## src/design/gpt_map.svh

```systemverilog
// Register map, field positions, reset values and counts of the timer pair
// Summary of operation
// - Free mode: full range, then wrap around
// - Periodic mode: start from load, reload at end
// - Count register readable anytime, counter undisturbed
// - Interrupt each time count reaches terminal value
// - Any write to clear register drops interrupt, except in a cycle with a terminal event
// - Timer A: 16-bit down counter, core clock
// - Timer A control bit 7 enables counting
// - Timer A control bit 6 selects periodic
// - Timer A prescale bits 3-2: 1/16/256/1
// - Timer B: 32-bit up/down, read-only count/capture
// - Timer B bits 11-9 select counter source
// - Timer B prescale bits 3-0: 1/16/256/32768
// - Timer B bit 8 selects counting up
// - Timer B bit 7 enable, bit 6 periodic
// - Timer B bits 5-4 select binary or time
// - Selected source first assertion latches capture register
// - Timer B bit 17 enables event capture
// - Event select bits 16-12, event n = source n+2
// - Timer B terminal count pulses converter start
`ifndef GPT_MAP_SVH
`define GPT_MAP_SVH

// Register offsets on the 8-bit register port
`define GPT_A_LOAD 8'h00
`define GPT_A_COUNT 8'h04
`define GPT_A_CONTROL 8'h08
`define GPT_A_CLEAR 8'h0C
`define GPT_B_LOAD 8'h20
`define GPT_B_COUNT 8'h24
`define GPT_B_CONTROL 8'h28
`define GPT_B_CLEAR 8'h2C
`define GPT_B_CAPTURE 8'h30

// Control fields; enable and periodic bits shared by both timers
`define GPT_EN_BIT 7
`define GPT_PER_BIT 6
`define GPT_UP_BIT 8
`define GPT_CAPEN_BIT 17
`define GPT_EVT_HI 16
`define GPT_EVT_LO 12
`define GPT_SRC_HI 11
`define GPT_SRC_LO 9
`define GPT_FMT_HI 5
`define GPT_FMT_LO 4
`define GPT_A_PRE_HI 3
`define GPT_A_PRE_LO 2
`define GPT_B_PRE_HI 3
`define GPT_B_PRE_LO 0

// Writable bits and reset values of the control registers
`define GPT_A_CTL_MASK 32'h0000_00CC
`define GPT_B_CTL_MASK 32'h0003_FFFF
`define GPT_CTL_RESET 32'h0000_0000

// Prescale codes and the divider shift they stand for
`define GPT_A_PRE_16 2'h1
`define GPT_A_PRE_256 2'h2
`define GPT_B_PRE_16 4'h4
`define GPT_B_PRE_256 4'h8
`define GPT_B_PRE_32K 4'hF
`define GPT_SHIFT_1 4'h0
`define GPT_SHIFT_16 4'h4
`define GPT_SHIFT_256 4'h8
`define GPT_SHIFT_32K 4'hF

// Timer B source codes
`define GPT_SRC_CORE 3'h0
`define GPT_SRC_OSC 3'h1
`define GPT_SRC_PIN_A 3'h2
`define GPT_SRC_PIN_B 3'h3

// Event numbering and time format limits
`define GPT_EVT_OFFSET 6'h02
`define GPT_HUND_LAST 8'h63
`define GPT_MS_LAST 8'h3B
`define GPT_HR_LAST_23 8'h17
`define GPT_HR_LAST_255 8'hFF

`endif

```

## src/design/gpt_pkg.sv

```systemverilog
// Types shared by the timer pair modules
`default_nettype none
package gpt_pkg;
  typedef logic [31:0] gpt_word_t; // Timer B and bus word
  typedef logic [15:0] gpt_half_t; // Timer A word
  // Timer B count format, codes fixed by the control field
  typedef enum logic [1:0] {
    gpt_fmt_bin = 2'h0,
    gpt_fmt_rsvd = 2'h1,
    gpt_fmt_t23 = 2'h2,
    gpt_fmt_t255 = 2'h3
  } gpt_fmt_t;
endpackage : gpt_pkg
`default_nettype wire

```

## src/design/gpt_timer_pair.sv

```systemverilog
// Two general purpose timers behind a plain register port
//
// Added by the designer: the plain strobed port and the placing of the registers.
`include "gpt_map.svh"
`default_nettype none
module gpt_timer_pair (
  input wire logic sys_clk,
  input wire logic reset,
  input wire logic [7:0] bus_addr, // Byte offset of the register
  input wire gpt_pkg::gpt_word_t bus_wdata, // Write data
  input wire logic bus_wr, // One-cycle write strobe
  input wire logic bus_rd, // One-cycle read strobe
  output gpt_pkg::gpt_word_t bus_rdata, // Read data, cycle after strobe
  input wire logic osc_32k, // Low rate oscillator, asynchronous
  input wire logic gpio_pin_a, // Count pin A, asynchronous
  input wire logic gpio_pin_b, // Count pin B, asynchronous
  input wire logic [33:0] irq_source, // Interrupt source map, same clock
  output logic timer_a_irq, // Timer A pending interrupt
  output logic timer_b_irq, // Timer B pending interrupt
  output logic adc_start // One-cycle converter start pulse
);
  import gpt_pkg::*;

  // Registers visible to software
  gpt_half_t timer_a_load; // Timer A reload value
  gpt_half_t timer_a_count; // Timer A running count
  gpt_word_t timer_a_control; // Timer A configuration
  gpt_word_t timer_b_load; // Timer B reload value
  gpt_word_t timer_b_count; // Timer B running count
  gpt_word_t timer_b_capture; // Count latched by an event
  gpt_word_t timer_b_control; // Timer B configuration

  // Internal state
  logic a_arm; // Cycle after enable rises: load start value
  logic b_arm; // Same for timer B
  logic [2:0] pin_sync; // Synchronised osc, pin A, pin B
  logic [2:0] pin_prev; // Previous synchronised levels
  logic [33:0] src_prev; // Previous interrupt source levels

  // Address decode
  wire logic wr_a_load = bus_wr && (bus_addr == `GPT_A_LOAD);
  wire logic wr_a_ctl = bus_wr && (bus_addr == `GPT_A_CONTROL);
  wire logic wr_a_clr = bus_wr && (bus_addr == `GPT_A_CLEAR);
  wire logic wr_b_load = bus_wr && (bus_addr == `GPT_B_LOAD);
  wire logic wr_b_ctl = bus_wr && (bus_addr == `GPT_B_CONTROL);
  wire logic wr_b_clr = bus_wr && (bus_addr == `GPT_B_CLEAR);

  // Timer A control fields
  wire logic a_en = timer_a_control[`GPT_EN_BIT];
  wire logic a_per = timer_a_control[`GPT_PER_BIT];
  wire logic [1:0] a_pre = timer_a_control[`GPT_A_PRE_HI:`GPT_A_PRE_LO];

  // Code 11 falls back to divide by one like 00
  wire logic [3:0] a_shift = (a_pre == `GPT_A_PRE_16) ? `GPT_SHIFT_16 :
    (a_pre == `GPT_A_PRE_256) ? `GPT_SHIFT_256 : `GPT_SHIFT_1;

  // Timer B control fields
  wire logic b_en = timer_b_control[`GPT_EN_BIT];
  wire logic b_per = timer_b_control[`GPT_PER_BIT];
  wire logic b_up = timer_b_control[`GPT_UP_BIT];
  wire logic b_cap_en = timer_b_control[`GPT_CAPEN_BIT];
  wire logic [4:0] b_evt = timer_b_control[`GPT_EVT_HI:`GPT_EVT_LO];
  wire logic [2:0] b_src = timer_b_control[`GPT_SRC_HI:`GPT_SRC_LO];
  wire gpt_fmt_t b_fmt = gpt_fmt_t'(timer_b_control[`GPT_FMT_HI:`GPT_FMT_LO]);
  wire logic [3:0] b_pre = timer_b_control[`GPT_B_PRE_HI:`GPT_B_PRE_LO];

  // Unlisted prescale codes divide by one
  wire logic [3:0] b_shift = (b_pre == `GPT_B_PRE_16) ? `GPT_SHIFT_16 :
    (b_pre == `GPT_B_PRE_256) ? `GPT_SHIFT_256 :
    (b_pre == `GPT_B_PRE_32K) ? `GPT_SHIFT_32K : `GPT_SHIFT_1;

  // Synchronise the oscillator and the count pins before edge detection
  gpt_sync #(.W(3)) u_pin_sync (
    .sys_clk(sys_clk),
    .reset(reset),
    .async_in({gpio_pin_b, gpio_pin_a, osc_32k}),
    .sync_out(pin_sync)
  );

  // Rising edges of the synchronised levels
  wire logic [2:0] pin_rise = pin_sync & ~pin_prev;

  // Source select; the oscillator is sampled, so it must stay well
  // below half the core clock to be seen
  wire logic b_src_tick = (b_src == `GPT_SRC_CORE) ? 1'b1 :
    (b_src == `GPT_SRC_OSC) ? pin_rise[0] :
    (b_src == `GPT_SRC_PIN_A) ? pin_rise[1] :
    (b_src == `GPT_SRC_PIN_B) ? pin_rise[2] : 1'b0;

  logic a_tick, b_tick; // Prescaled count steps of timer A and timer B

  // Timer A counts core clocks
  gpt_prescaler #(.CW(15)) u_pre_a (
    .sys_clk(sys_clk),
    .reset(reset),
    .run(a_en),
    .tick_in(1'b1),
    .shift(a_shift),
    .tick_out(a_tick)
  );

  // Timer B counts the selected source
  gpt_prescaler #(.CW(15)) u_pre_b (
    .sys_clk(sys_clk),
    .reset(reset),
    .run(b_en),
    .tick_in(b_src_tick),
    .shift(b_shift),
    .tick_out(b_tick)
  );

  // Time format step: hundredths, seconds, minutes, hours in bytes
  function automatic gpt_word_t time_step(input gpt_word_t v, input logic up,
                                          input logic [7:0] hr_last);
    logic [7:0] hu, se, mi, hr; // Hundredths, seconds, minutes, hours
    hu = v[7:0];
    se = v[15:8];
    mi = v[23:16];
    hr = v[31:24];
    if (up)
    begin
      // Carry ripples upward when a field passes its last value
      if (hu < `GPT_HUND_LAST) hu = hu + 8'h01;
      else
      begin
        hu = 8'h00;
        if (se < `GPT_MS_LAST) se = se + 8'h01;
        else
        begin
          se = 8'h00;
          if (mi < `GPT_MS_LAST) mi = mi + 8'h01;
          else
          begin
            mi = 8'h00;
            hr = (hr >= hr_last) ? 8'h00 : hr + 8'h01;
          end
        end
      end
    end
    else
    begin
      // Borrow ripples upward when a field is at zero
      if (hu != 8'h00) hu = hu - 8'h01;
      else
      begin
        hu = `GPT_HUND_LAST;
        if (se != 8'h00) se = se - 8'h01;
        else
        begin
          se = `GPT_MS_LAST;
          if (mi != 8'h00) mi = mi - 8'h01;
          else
          begin
            mi = `GPT_MS_LAST;
            hr = (hr == 8'h00) ? hr_last : hr - 8'h01;
          end
        end
      end
    end
    return {hr, mi, se, hu};
  endfunction : time_step

  // Timer A: down only, terminal value zero
  wire gpt_half_t a_start = a_per ? timer_a_load : 16'hFFFF;
  wire gpt_half_t a_step = (timer_a_count == 16'h0000) ? a_start
    : timer_a_count - 16'h0001;
  wire logic a_set = a_tick && !a_arm && (a_step == 16'h0000);

  // Timer B: time formats limit hours and full scale
  wire logic b_time = (b_fmt == gpt_fmt_t23) || (b_fmt == gpt_fmt_t255);
  wire logic [7:0] b_hr_last = (b_fmt == gpt_fmt_t255) ? `GPT_HR_LAST_255
    : `GPT_HR_LAST_23;
  wire gpt_word_t b_full = b_time ? {b_hr_last, `GPT_MS_LAST, `GPT_MS_LAST,
    `GPT_HUND_LAST} : 32'hFFFF_FFFF;
  wire gpt_word_t b_term = b_up ? b_full : 32'h0000_0000;
  wire gpt_word_t b_start = b_per ? timer_b_load
    : (b_up ? 32'h0000_0000 : b_full);
  wire gpt_word_t b_inc = b_time ? time_step(timer_b_count, b_up, b_hr_last)
    : (b_up ? timer_b_count + 32'h1 : timer_b_count - 32'h1);
  wire gpt_word_t b_step = (timer_b_count == b_term) ? b_start : b_inc;
  wire logic b_set = b_tick && !b_arm && (b_step == b_term);

  // Capture event: source n+2, first assertion only
  wire logic [5:0] evt_idx = {1'b0, b_evt} + `GPT_EVT_OFFSET;
  wire logic cap_hit = b_cap_en && irq_source[evt_idx]
    && !src_prev[evt_idx];

  // Read multiplexer; unmapped and write-only offsets read zero
  wire gpt_word_t rd_mux =
    (bus_addr == `GPT_A_LOAD) ? {16'h0000, timer_a_load} :
    (bus_addr == `GPT_A_COUNT) ? {16'h0000, timer_a_count} :
    (bus_addr == `GPT_A_CONTROL) ? timer_a_control :
    (bus_addr == `GPT_B_LOAD) ? timer_b_load :
    (bus_addr == `GPT_B_COUNT) ? timer_b_count :
    (bus_addr == `GPT_B_CONTROL) ? timer_b_control :
    (bus_addr == `GPT_B_CAPTURE) ? timer_b_capture : 32'h0000_0000;

  // Software registers; reserved control bits never store
  always_ff @(posedge sys_clk)
  begin
    if (reset)
    begin
      timer_a_load <= 16'h0000;
      timer_a_control <= `GPT_CTL_RESET;
      timer_b_load <= 32'h0000_0000;
      timer_b_control <= `GPT_CTL_RESET;
    end
    else
    begin
      if (wr_a_load)
        timer_a_load <= bus_wdata[15:0];
      if (wr_a_ctl)
        timer_a_control <= bus_wdata & `GPT_A_CTL_MASK;
      if (wr_b_load)
        timer_b_load <= bus_wdata;
      if (wr_b_ctl)
        timer_b_control <= bus_wdata & `GPT_B_CTL_MASK;
    end
  end

  // Enable rising arms a start-value load one cycle later, so the load
  // sees the mode and format just written
  always_ff @(posedge sys_clk)
  begin
    if (reset)
    begin
      a_arm <= 1'b0;
      b_arm <= 1'b0;
    end
    else
    begin
      a_arm <= wr_a_ctl && bus_wdata[`GPT_EN_BIT] && !a_en;
      b_arm <= wr_b_ctl && bus_wdata[`GPT_EN_BIT] && !b_en;
    end
  end

  // Timer A counter; reading never touches it
  always_ff @(posedge sys_clk)
  begin
    if (reset)
      timer_a_count <= 16'h0000;
    else if (a_arm)
      timer_a_count <= a_start;
    else if (a_tick)
      timer_a_count <= a_step;
  end

  // Timer B counter
  always_ff @(posedge sys_clk)
  begin
    if (reset)
      timer_b_count <= 32'h0000_0000;
    else if (b_arm)
      timer_b_count <= b_start;
    else if (b_tick)
      timer_b_count <= b_step;
  end

  // Event capture and edge history
  always_ff @(posedge sys_clk)
  begin
    if (reset)
    begin
      timer_b_capture <= 32'h0000_0000;
      src_prev <= '0;
      pin_prev <= 3'h0;
    end
    else
    begin
      src_prev <= irq_source;
      pin_prev <= pin_sync;
      if (cap_hit)
        timer_b_capture <= timer_b_count;
    end
  end

  // Pending interrupts: a terminal event beats a clear in the same cycle
  always_ff @(posedge sys_clk)
  begin
    if (reset)
    begin
      timer_a_irq <= 1'b0;
      timer_b_irq <= 1'b0;
      adc_start <= 1'b0;
    end
    else
    begin
      if (a_set)
        timer_a_irq <= 1'b1;
      else if (wr_a_clr)
        timer_a_irq <= 1'b0;
      if (b_set)
        timer_b_irq <= 1'b1;
      else if (wr_b_clr)
        timer_b_irq <= 1'b0;
      adc_start <= b_set;
    end
  end

  // Read data stands only in the cycle after the strobe
  always_ff @(posedge sys_clk)
  begin
    if (reset)
      bus_rdata <= 32'h0000_0000;
    else
      bus_rdata <= bus_rd ? rd_mux : 32'h0000_0000;
  end
endmodule : gpt_timer_pair
`default_nettype wire

```

## src/design/gpt_sync.sv

```systemverilog
// Two-flop synchroniser for a group of pin levels
`default_nettype none
module gpt_sync #(
  parameter int W = 3 // Number of levels
) (
  input wire logic sys_clk,
  input wire logic reset,
  input wire logic [W-1:0] async_in,
  output logic [W-1:0] sync_out
);
  if (W < 1) begin : g_bad_w
    $error("gpt_sync: W must be at least 1");
  end

  logic [W-1:0] stage1; // Only the second stage reads this

  // Two stages to settle metastability
  always_ff @(posedge sys_clk)
  begin
    if (reset)
    begin
      stage1 <= '0;
      sync_out <= '0;
    end
    else
    begin
      stage1 <= async_in;
      sync_out <= stage1;
    end
  end
endmodule : gpt_sync
`default_nettype wire

```

## src/design/gpt_prescaler.sv

```systemverilog
// Power-of-two prescaler giving one tick per 2**shift input ticks
`default_nettype none
module gpt_prescaler #(
  parameter int CW = 15 // Counter width, sets the largest shift
) (
  input wire logic sys_clk,
  input wire logic reset,
  input wire logic run,
  input wire logic tick_in,
  input wire logic [3:0] shift,
  output logic tick_out
);
  if (CW < 1 || CW > 15) begin : g_bad_cw
    $error("gpt_prescaler: CW must be 1 to 15");
  end

  logic [CW-1:0] cnt; // Input ticks seen so far
  wire logic [CW-1:0] mask = CW'((32'h1 << shift) - 32'h1); // Low bits to fill

  // Tick leaves when every counted bit is set; shift 0 passes all ticks
  assign tick_out = run && tick_in && ((cnt & mask) == mask);

  // Held clear while stopped so a restart begins a full prescale period
  always_ff @(posedge sys_clk)
  begin
    if (reset || !run)
      cnt <= '0;
    else if (tick_in)
      cnt <= tick_out ? '0 : cnt + CW'(1);
  end
endmodule : gpt_prescaler
`default_nettype wire

```

## config.mk

```make
export PLATFORM = sky130hd
export DESIGN_NAME = gpt_timer_pair
export DESIGN_NICKNAME = d
export VERILOG_FILES = /design/src/design/gpt_pkg.sv /design/src/design/gpt_timer_pair.sv /design/src/design/gpt_sync.sv /design/src/design/gpt_prescaler.sv
export VERILOG_INCLUDE_DIRS = /design/src /design/src/design
export SDC_FILE = /design/constraint.sdc
export NUM_CORES = 1
export LEC_CHECK = 0
export ABC_AREA = 1
export BUFFER_PORTS_ARGS = -buffer_cell sky130_fd_sc_hd__clkbuf_2
export CORE_MARGIN = 1.5
export CORE_UTILIZATION = 40
export CTS_BUF_LIST = sky130_fd_sc_hd__clkbuf_2 sky130_fd_sc_hd__clkbuf_4 sky130_fd_sc_hd__clkbuf_8
export CTS_CLUSTER_SIZE = 25
export DETAILED_ROUTE_END_ITERATION = 10
export MAX_ROUTING_LAYER = met4
export PLACE_DENSITY_LB_ADDON = 0.3
export SYNTH_ARGS = -nofsm -noshare
export SYNTH_HDL_FRONTEND = slang
export SYNTH_SLANG_ARGS = --single-unit
export TNS_END_PERCENT = 30
```

## constraint.sdc

```tcl
create_clock -name sys_clk -period 3.4 [get_ports sys_clk]
set_input_delay 0.34 -clock sys_clk [delete_from_list [all_inputs] [get_ports sys_clk]]
set_output_delay 0.34 -clock sys_clk [all_outputs]
set_load 0.005 [all_outputs]
```

==> metrics.yaml <==
switching_share_pct: 25.3
dr_wl_met3_um: 5060
clockRootBuffer: "clkbuf_8"
start_kind: "register"
powerDensity_mw_per_mm2: 319
fmax_mhz: 318
drtAntennaViolNets: 0
synth-seq-cells: 260
numCtsBuffers: 44
pre_cts_slack_ns: 0.276
wire_per_inst_um: 19.1
drive_gt1_share_pct: 12.6
r2r-end: "timer_b_irq$_SDFFE_PP0P_"
worstMarginPinSlew_ns: 1.07
gp_congestion: 1.04
yosysUniqueCellTypes: 62
synthDominantCellAreaShare_pct: 29.0
ios: 116
reg2reg_from: "timer_b_count[2]$_SDFFE_PP0P_"
numPortBuffers: 115
initial_core_util_pct: 40.5
synth_fp_nets: 3067
rsz0062_at_grt: "no"
core_region_area_mm2: 0.0442
placementRows: 77
holdPathStages: 3
wl_um: 71700
relSlewSlack_pct: 28.5
synthArstFlopShare_pct: 0
drt_first_pass_iters: 6
num_vias: 20400
drv_cap: 0
rrSetupSlack_ns: 0.26
fin_crit_sh_pct: 92.5
synth_area_per_cell_um2: 6.11
synth_edf_count: 0
fin_worst_skew_ns: 0.0223
fin_ws_ns: 0.256
final_hold_viol_count: 0
yosysTopAreaCell: "dfxtp_1"
place.detailed.hpwl_um: 55400
viasPerCell: 5.44
fill_cells: 4658
regArea_mm2: 0.00521
area_growth_pct: 16.7
drtIter0Drc: 1911
multi_input_area_mm2: 0.0106
die_area_mm2: 0.0461
combPwrFrac_pct: 7.7
ir_drop_mv: 0.332
p_int_mw: 4.98
p_leak_nw: 9.95
syn_inst: 2933
cp.arrival_ns: 3.68
top_layer: "met4"
antenna_found_initial: 1
seqPwrFrac_pct: 46.3
syn_area_mm2: 0.0179
worstSetupPathType: "register to register"
grt_pass1_vias: 19300
clk_latency_ns: 0.59
crit_start: "timer_b_count[2]$_SDFFE_PP0P_"
grtUsageTotal_pct: 31.3
p_clk_share_pct: 45.9
required_ns: 3.93
p_sw_mw: 1.69
grt_overflow: 0
r2r_cells: 20
cts.sinks: 260
die_h_um: 215
cts-htree-levels: 2
endpoint_kind: "register"
maxSlewViolCount: 0
seq_area_frac_synth_pct: 29.0
min_to: "timer_b_load[17]$_SDFFE_PP0P_"
clk_pin_slew_ns: 0.07
grt_pass1_wl_um: 110000
ys_warn_count: 0
die-width_um: 215
cts_buffer_depth: 3
ys.flop_type: "dfxtp_1"
tns_ns: 0
met2_wirelength_um: 31800
synthTopCellsByArea: "dfxtp_1 29%, nand2_1 16%, inv_1 8.1%, nor2_1 7.3%, nand3_1 6.3%"
drc: 0
status: "complete, no violations"
critical_path.max_fanout: 11
nNetsFinal: 3260
min_period_ns: 3.14
cts_tree: "built"
drt-met1-wl_um: 31400
setup_viol: 0
hold_path.class: "input port to register"
grt_max_degree: 91
hold_path_startpoint: "bus_wdata[17]"
==> per-stage QoR <==
step                instances  area, µm²  power, mW  hold slack, ns  utilization [%]
floorplan                2933      17900       3.44           0.388                -
global placement         3635      19600       3.61           0.390             44.3
detailed placement       3635      19600       3.62           0.392             44.3
CTS                      3750      20900       6.68          0.0180             47.3
global route             3751      20900       6.89          0.0369             47.3
finish                   3751      20900       6.67          0.0338             47.3
==> layout make-up <==
| cell class | count | share of cell area (%) |
|---|---|---|
| multi-input cells | 2130 | 50.5 |
| flip-flops and latches | 260 | 24.9 |
| repair buffers | 271 | 8.91 |
| inverters | 419 | 7.56 |
| clock buffers | 71 | 4.19 |
| well taps | 592 | 3.54 |
| clock inverters | 7 | 0.347 |
| diodes | 1 | 0.0120 |
==> worst max-delay path by stage <==
| stage | endpoint | depth (start not counted) | slack (ns) |
|---|---|---|---|
| after floorplan | timer_b_irq$_SDFFE_PP0P_ | 21 | 0.40 |
| after global placement | timer_b_irq$_SDFFE_PP0P_ | 19 | 0.28 |
| after detailed placement | timer_b_irq$_SDFFE_PP0P_ | 19 | 0.28 |
| after CTS | timer_b_irq$_SDFFE_PP0P_ | 19 | 0.24 |
| after global routing | adc_start$_SDFF_PP0_ | 20 | 0.02 |
| final | timer_b_irq$_SDFFE_PP0P_ | 20 | 0.26 |
==> cell usage in the layout, fill, tap and decap left out, types with 27 or more instances in the layout <==
cell type / count
nor2_1: 345
nand4_1: 34
a221oi_1: 27
nand3_1: 227
ha_1: 52
nand2_1: 746
dfxtp_1: 259
o21ai_0: 223
clkbuf_2: 114
nor3_1: 37
inv_1: 388
a31oi_1: 41
a21oi_1: 169
buf_4: 117
dlygate4sd3_1: 37
clkbuf_8: 55
==> layer usage <==
layer	global-route usage, %	up-vias
met4	14.0	0
met1	41.2	9424
met3	3.10	211
li1	-	9936
met2	48.6	849
met5	-	-
==> registers in the layout, summed over array words and instances, names as in the netlist <==
| signal | flops |
|---|---|
| timer_b_control | 18 |
| src_prev | 34 |
| timer_a_irq | 1 |
| u_pin_sync.sync_out | 3 |
| timer_b_load | 32 |
| u_pre_b.cnt | 15 |
| timer_a_count | 16 |
| timer_b_count | 32 |
| timer_b_capture | 32 |
| bus_rdata | 32 |
| a_arm | 1 |
| adc_start | 1 |
| b_arm | 1 |
| pin_prev | 3 |
| timer_a_control | 4 |
| timer_a_load | 16 |
| u_pre_a.cnt | 15 |
| u_pin_sync.stage1 | 3 |
| timer_b_irq | 1 |
==> cell families after synthesis <==
| kind of cell | share of synthesized area [%] |
|---|---|
| flops | 29.0 |
| compound gates | 18.0 |
| simple gates | 35.6 |
| xor+xnor | 1.47 |
| buf+inv | 12.2 |
| other cells | 0.0209 |
| fa+ha+maj | 3.74 |
==> critical path, stage by stage (launching register included) <==
cell and delay, ns:
dfxtp_1 0.67, ha_1 0.40, nand2_1 0.09, nor2_1 0.04, nand2_1 0.09, nand3_1 0.21
nand2_1 0.12, nand2_1 0.14, nand2_1 0.09, inv_1 0.04, o21ai_0 0.36, nand2_1 0.10
nand2_1 0.09, nand3_1 0.08, o21ai_1 0.13, nand2_1 0.07, nor2_1 0.09, nand2_1 0.06
inv_1 0.05, nand3_1 0.11, nand2_1 0.07
==> Yosys cell counts (9+ instances only) <==
master    count
nand2_1     746
inv_1       389
nor2_1      348
dfxtp_1     260
nand3_1     227
o21ai_0     223
a21oi_1     169
clkbuf_1     71
ha_1         52
a31oi_1      41
nor3_1       37
nand4_1      34
buf_2        30
a221oi_1     27
xor2_1       25
o22ai_1      19
inv_2        18
a211oi_1     17
nand3b_1     17
o21ai_1      14
nand2_2      13
o221ai_1     13
buf_6        10
or2_2        10
nor2_2        9
==> what timing repair did <==
item	4_1_cts	5_1_grt
hold endpoints to repair	37	0
setup buffers	0	0
setup endpoints to repair	0	2
gates resized for setup	0	4
hold buffers	37	0
==> power by group through the flow <==
stage / registers, mW / clock network, mW / logic [mW]
after detailed placement: 3.15 / 0 / 0.466
after floorplan: 3.15 / 0 / 0.287
after global routing: 3.09 / 3.23 / 0.571
after CTS: 3.09 / 3.09 / 0.502
after global placement: 3.15 / 0 / 0.463
final: 3.09 / 3.06 / 0.516
Power figures use the tool's default switching activity.
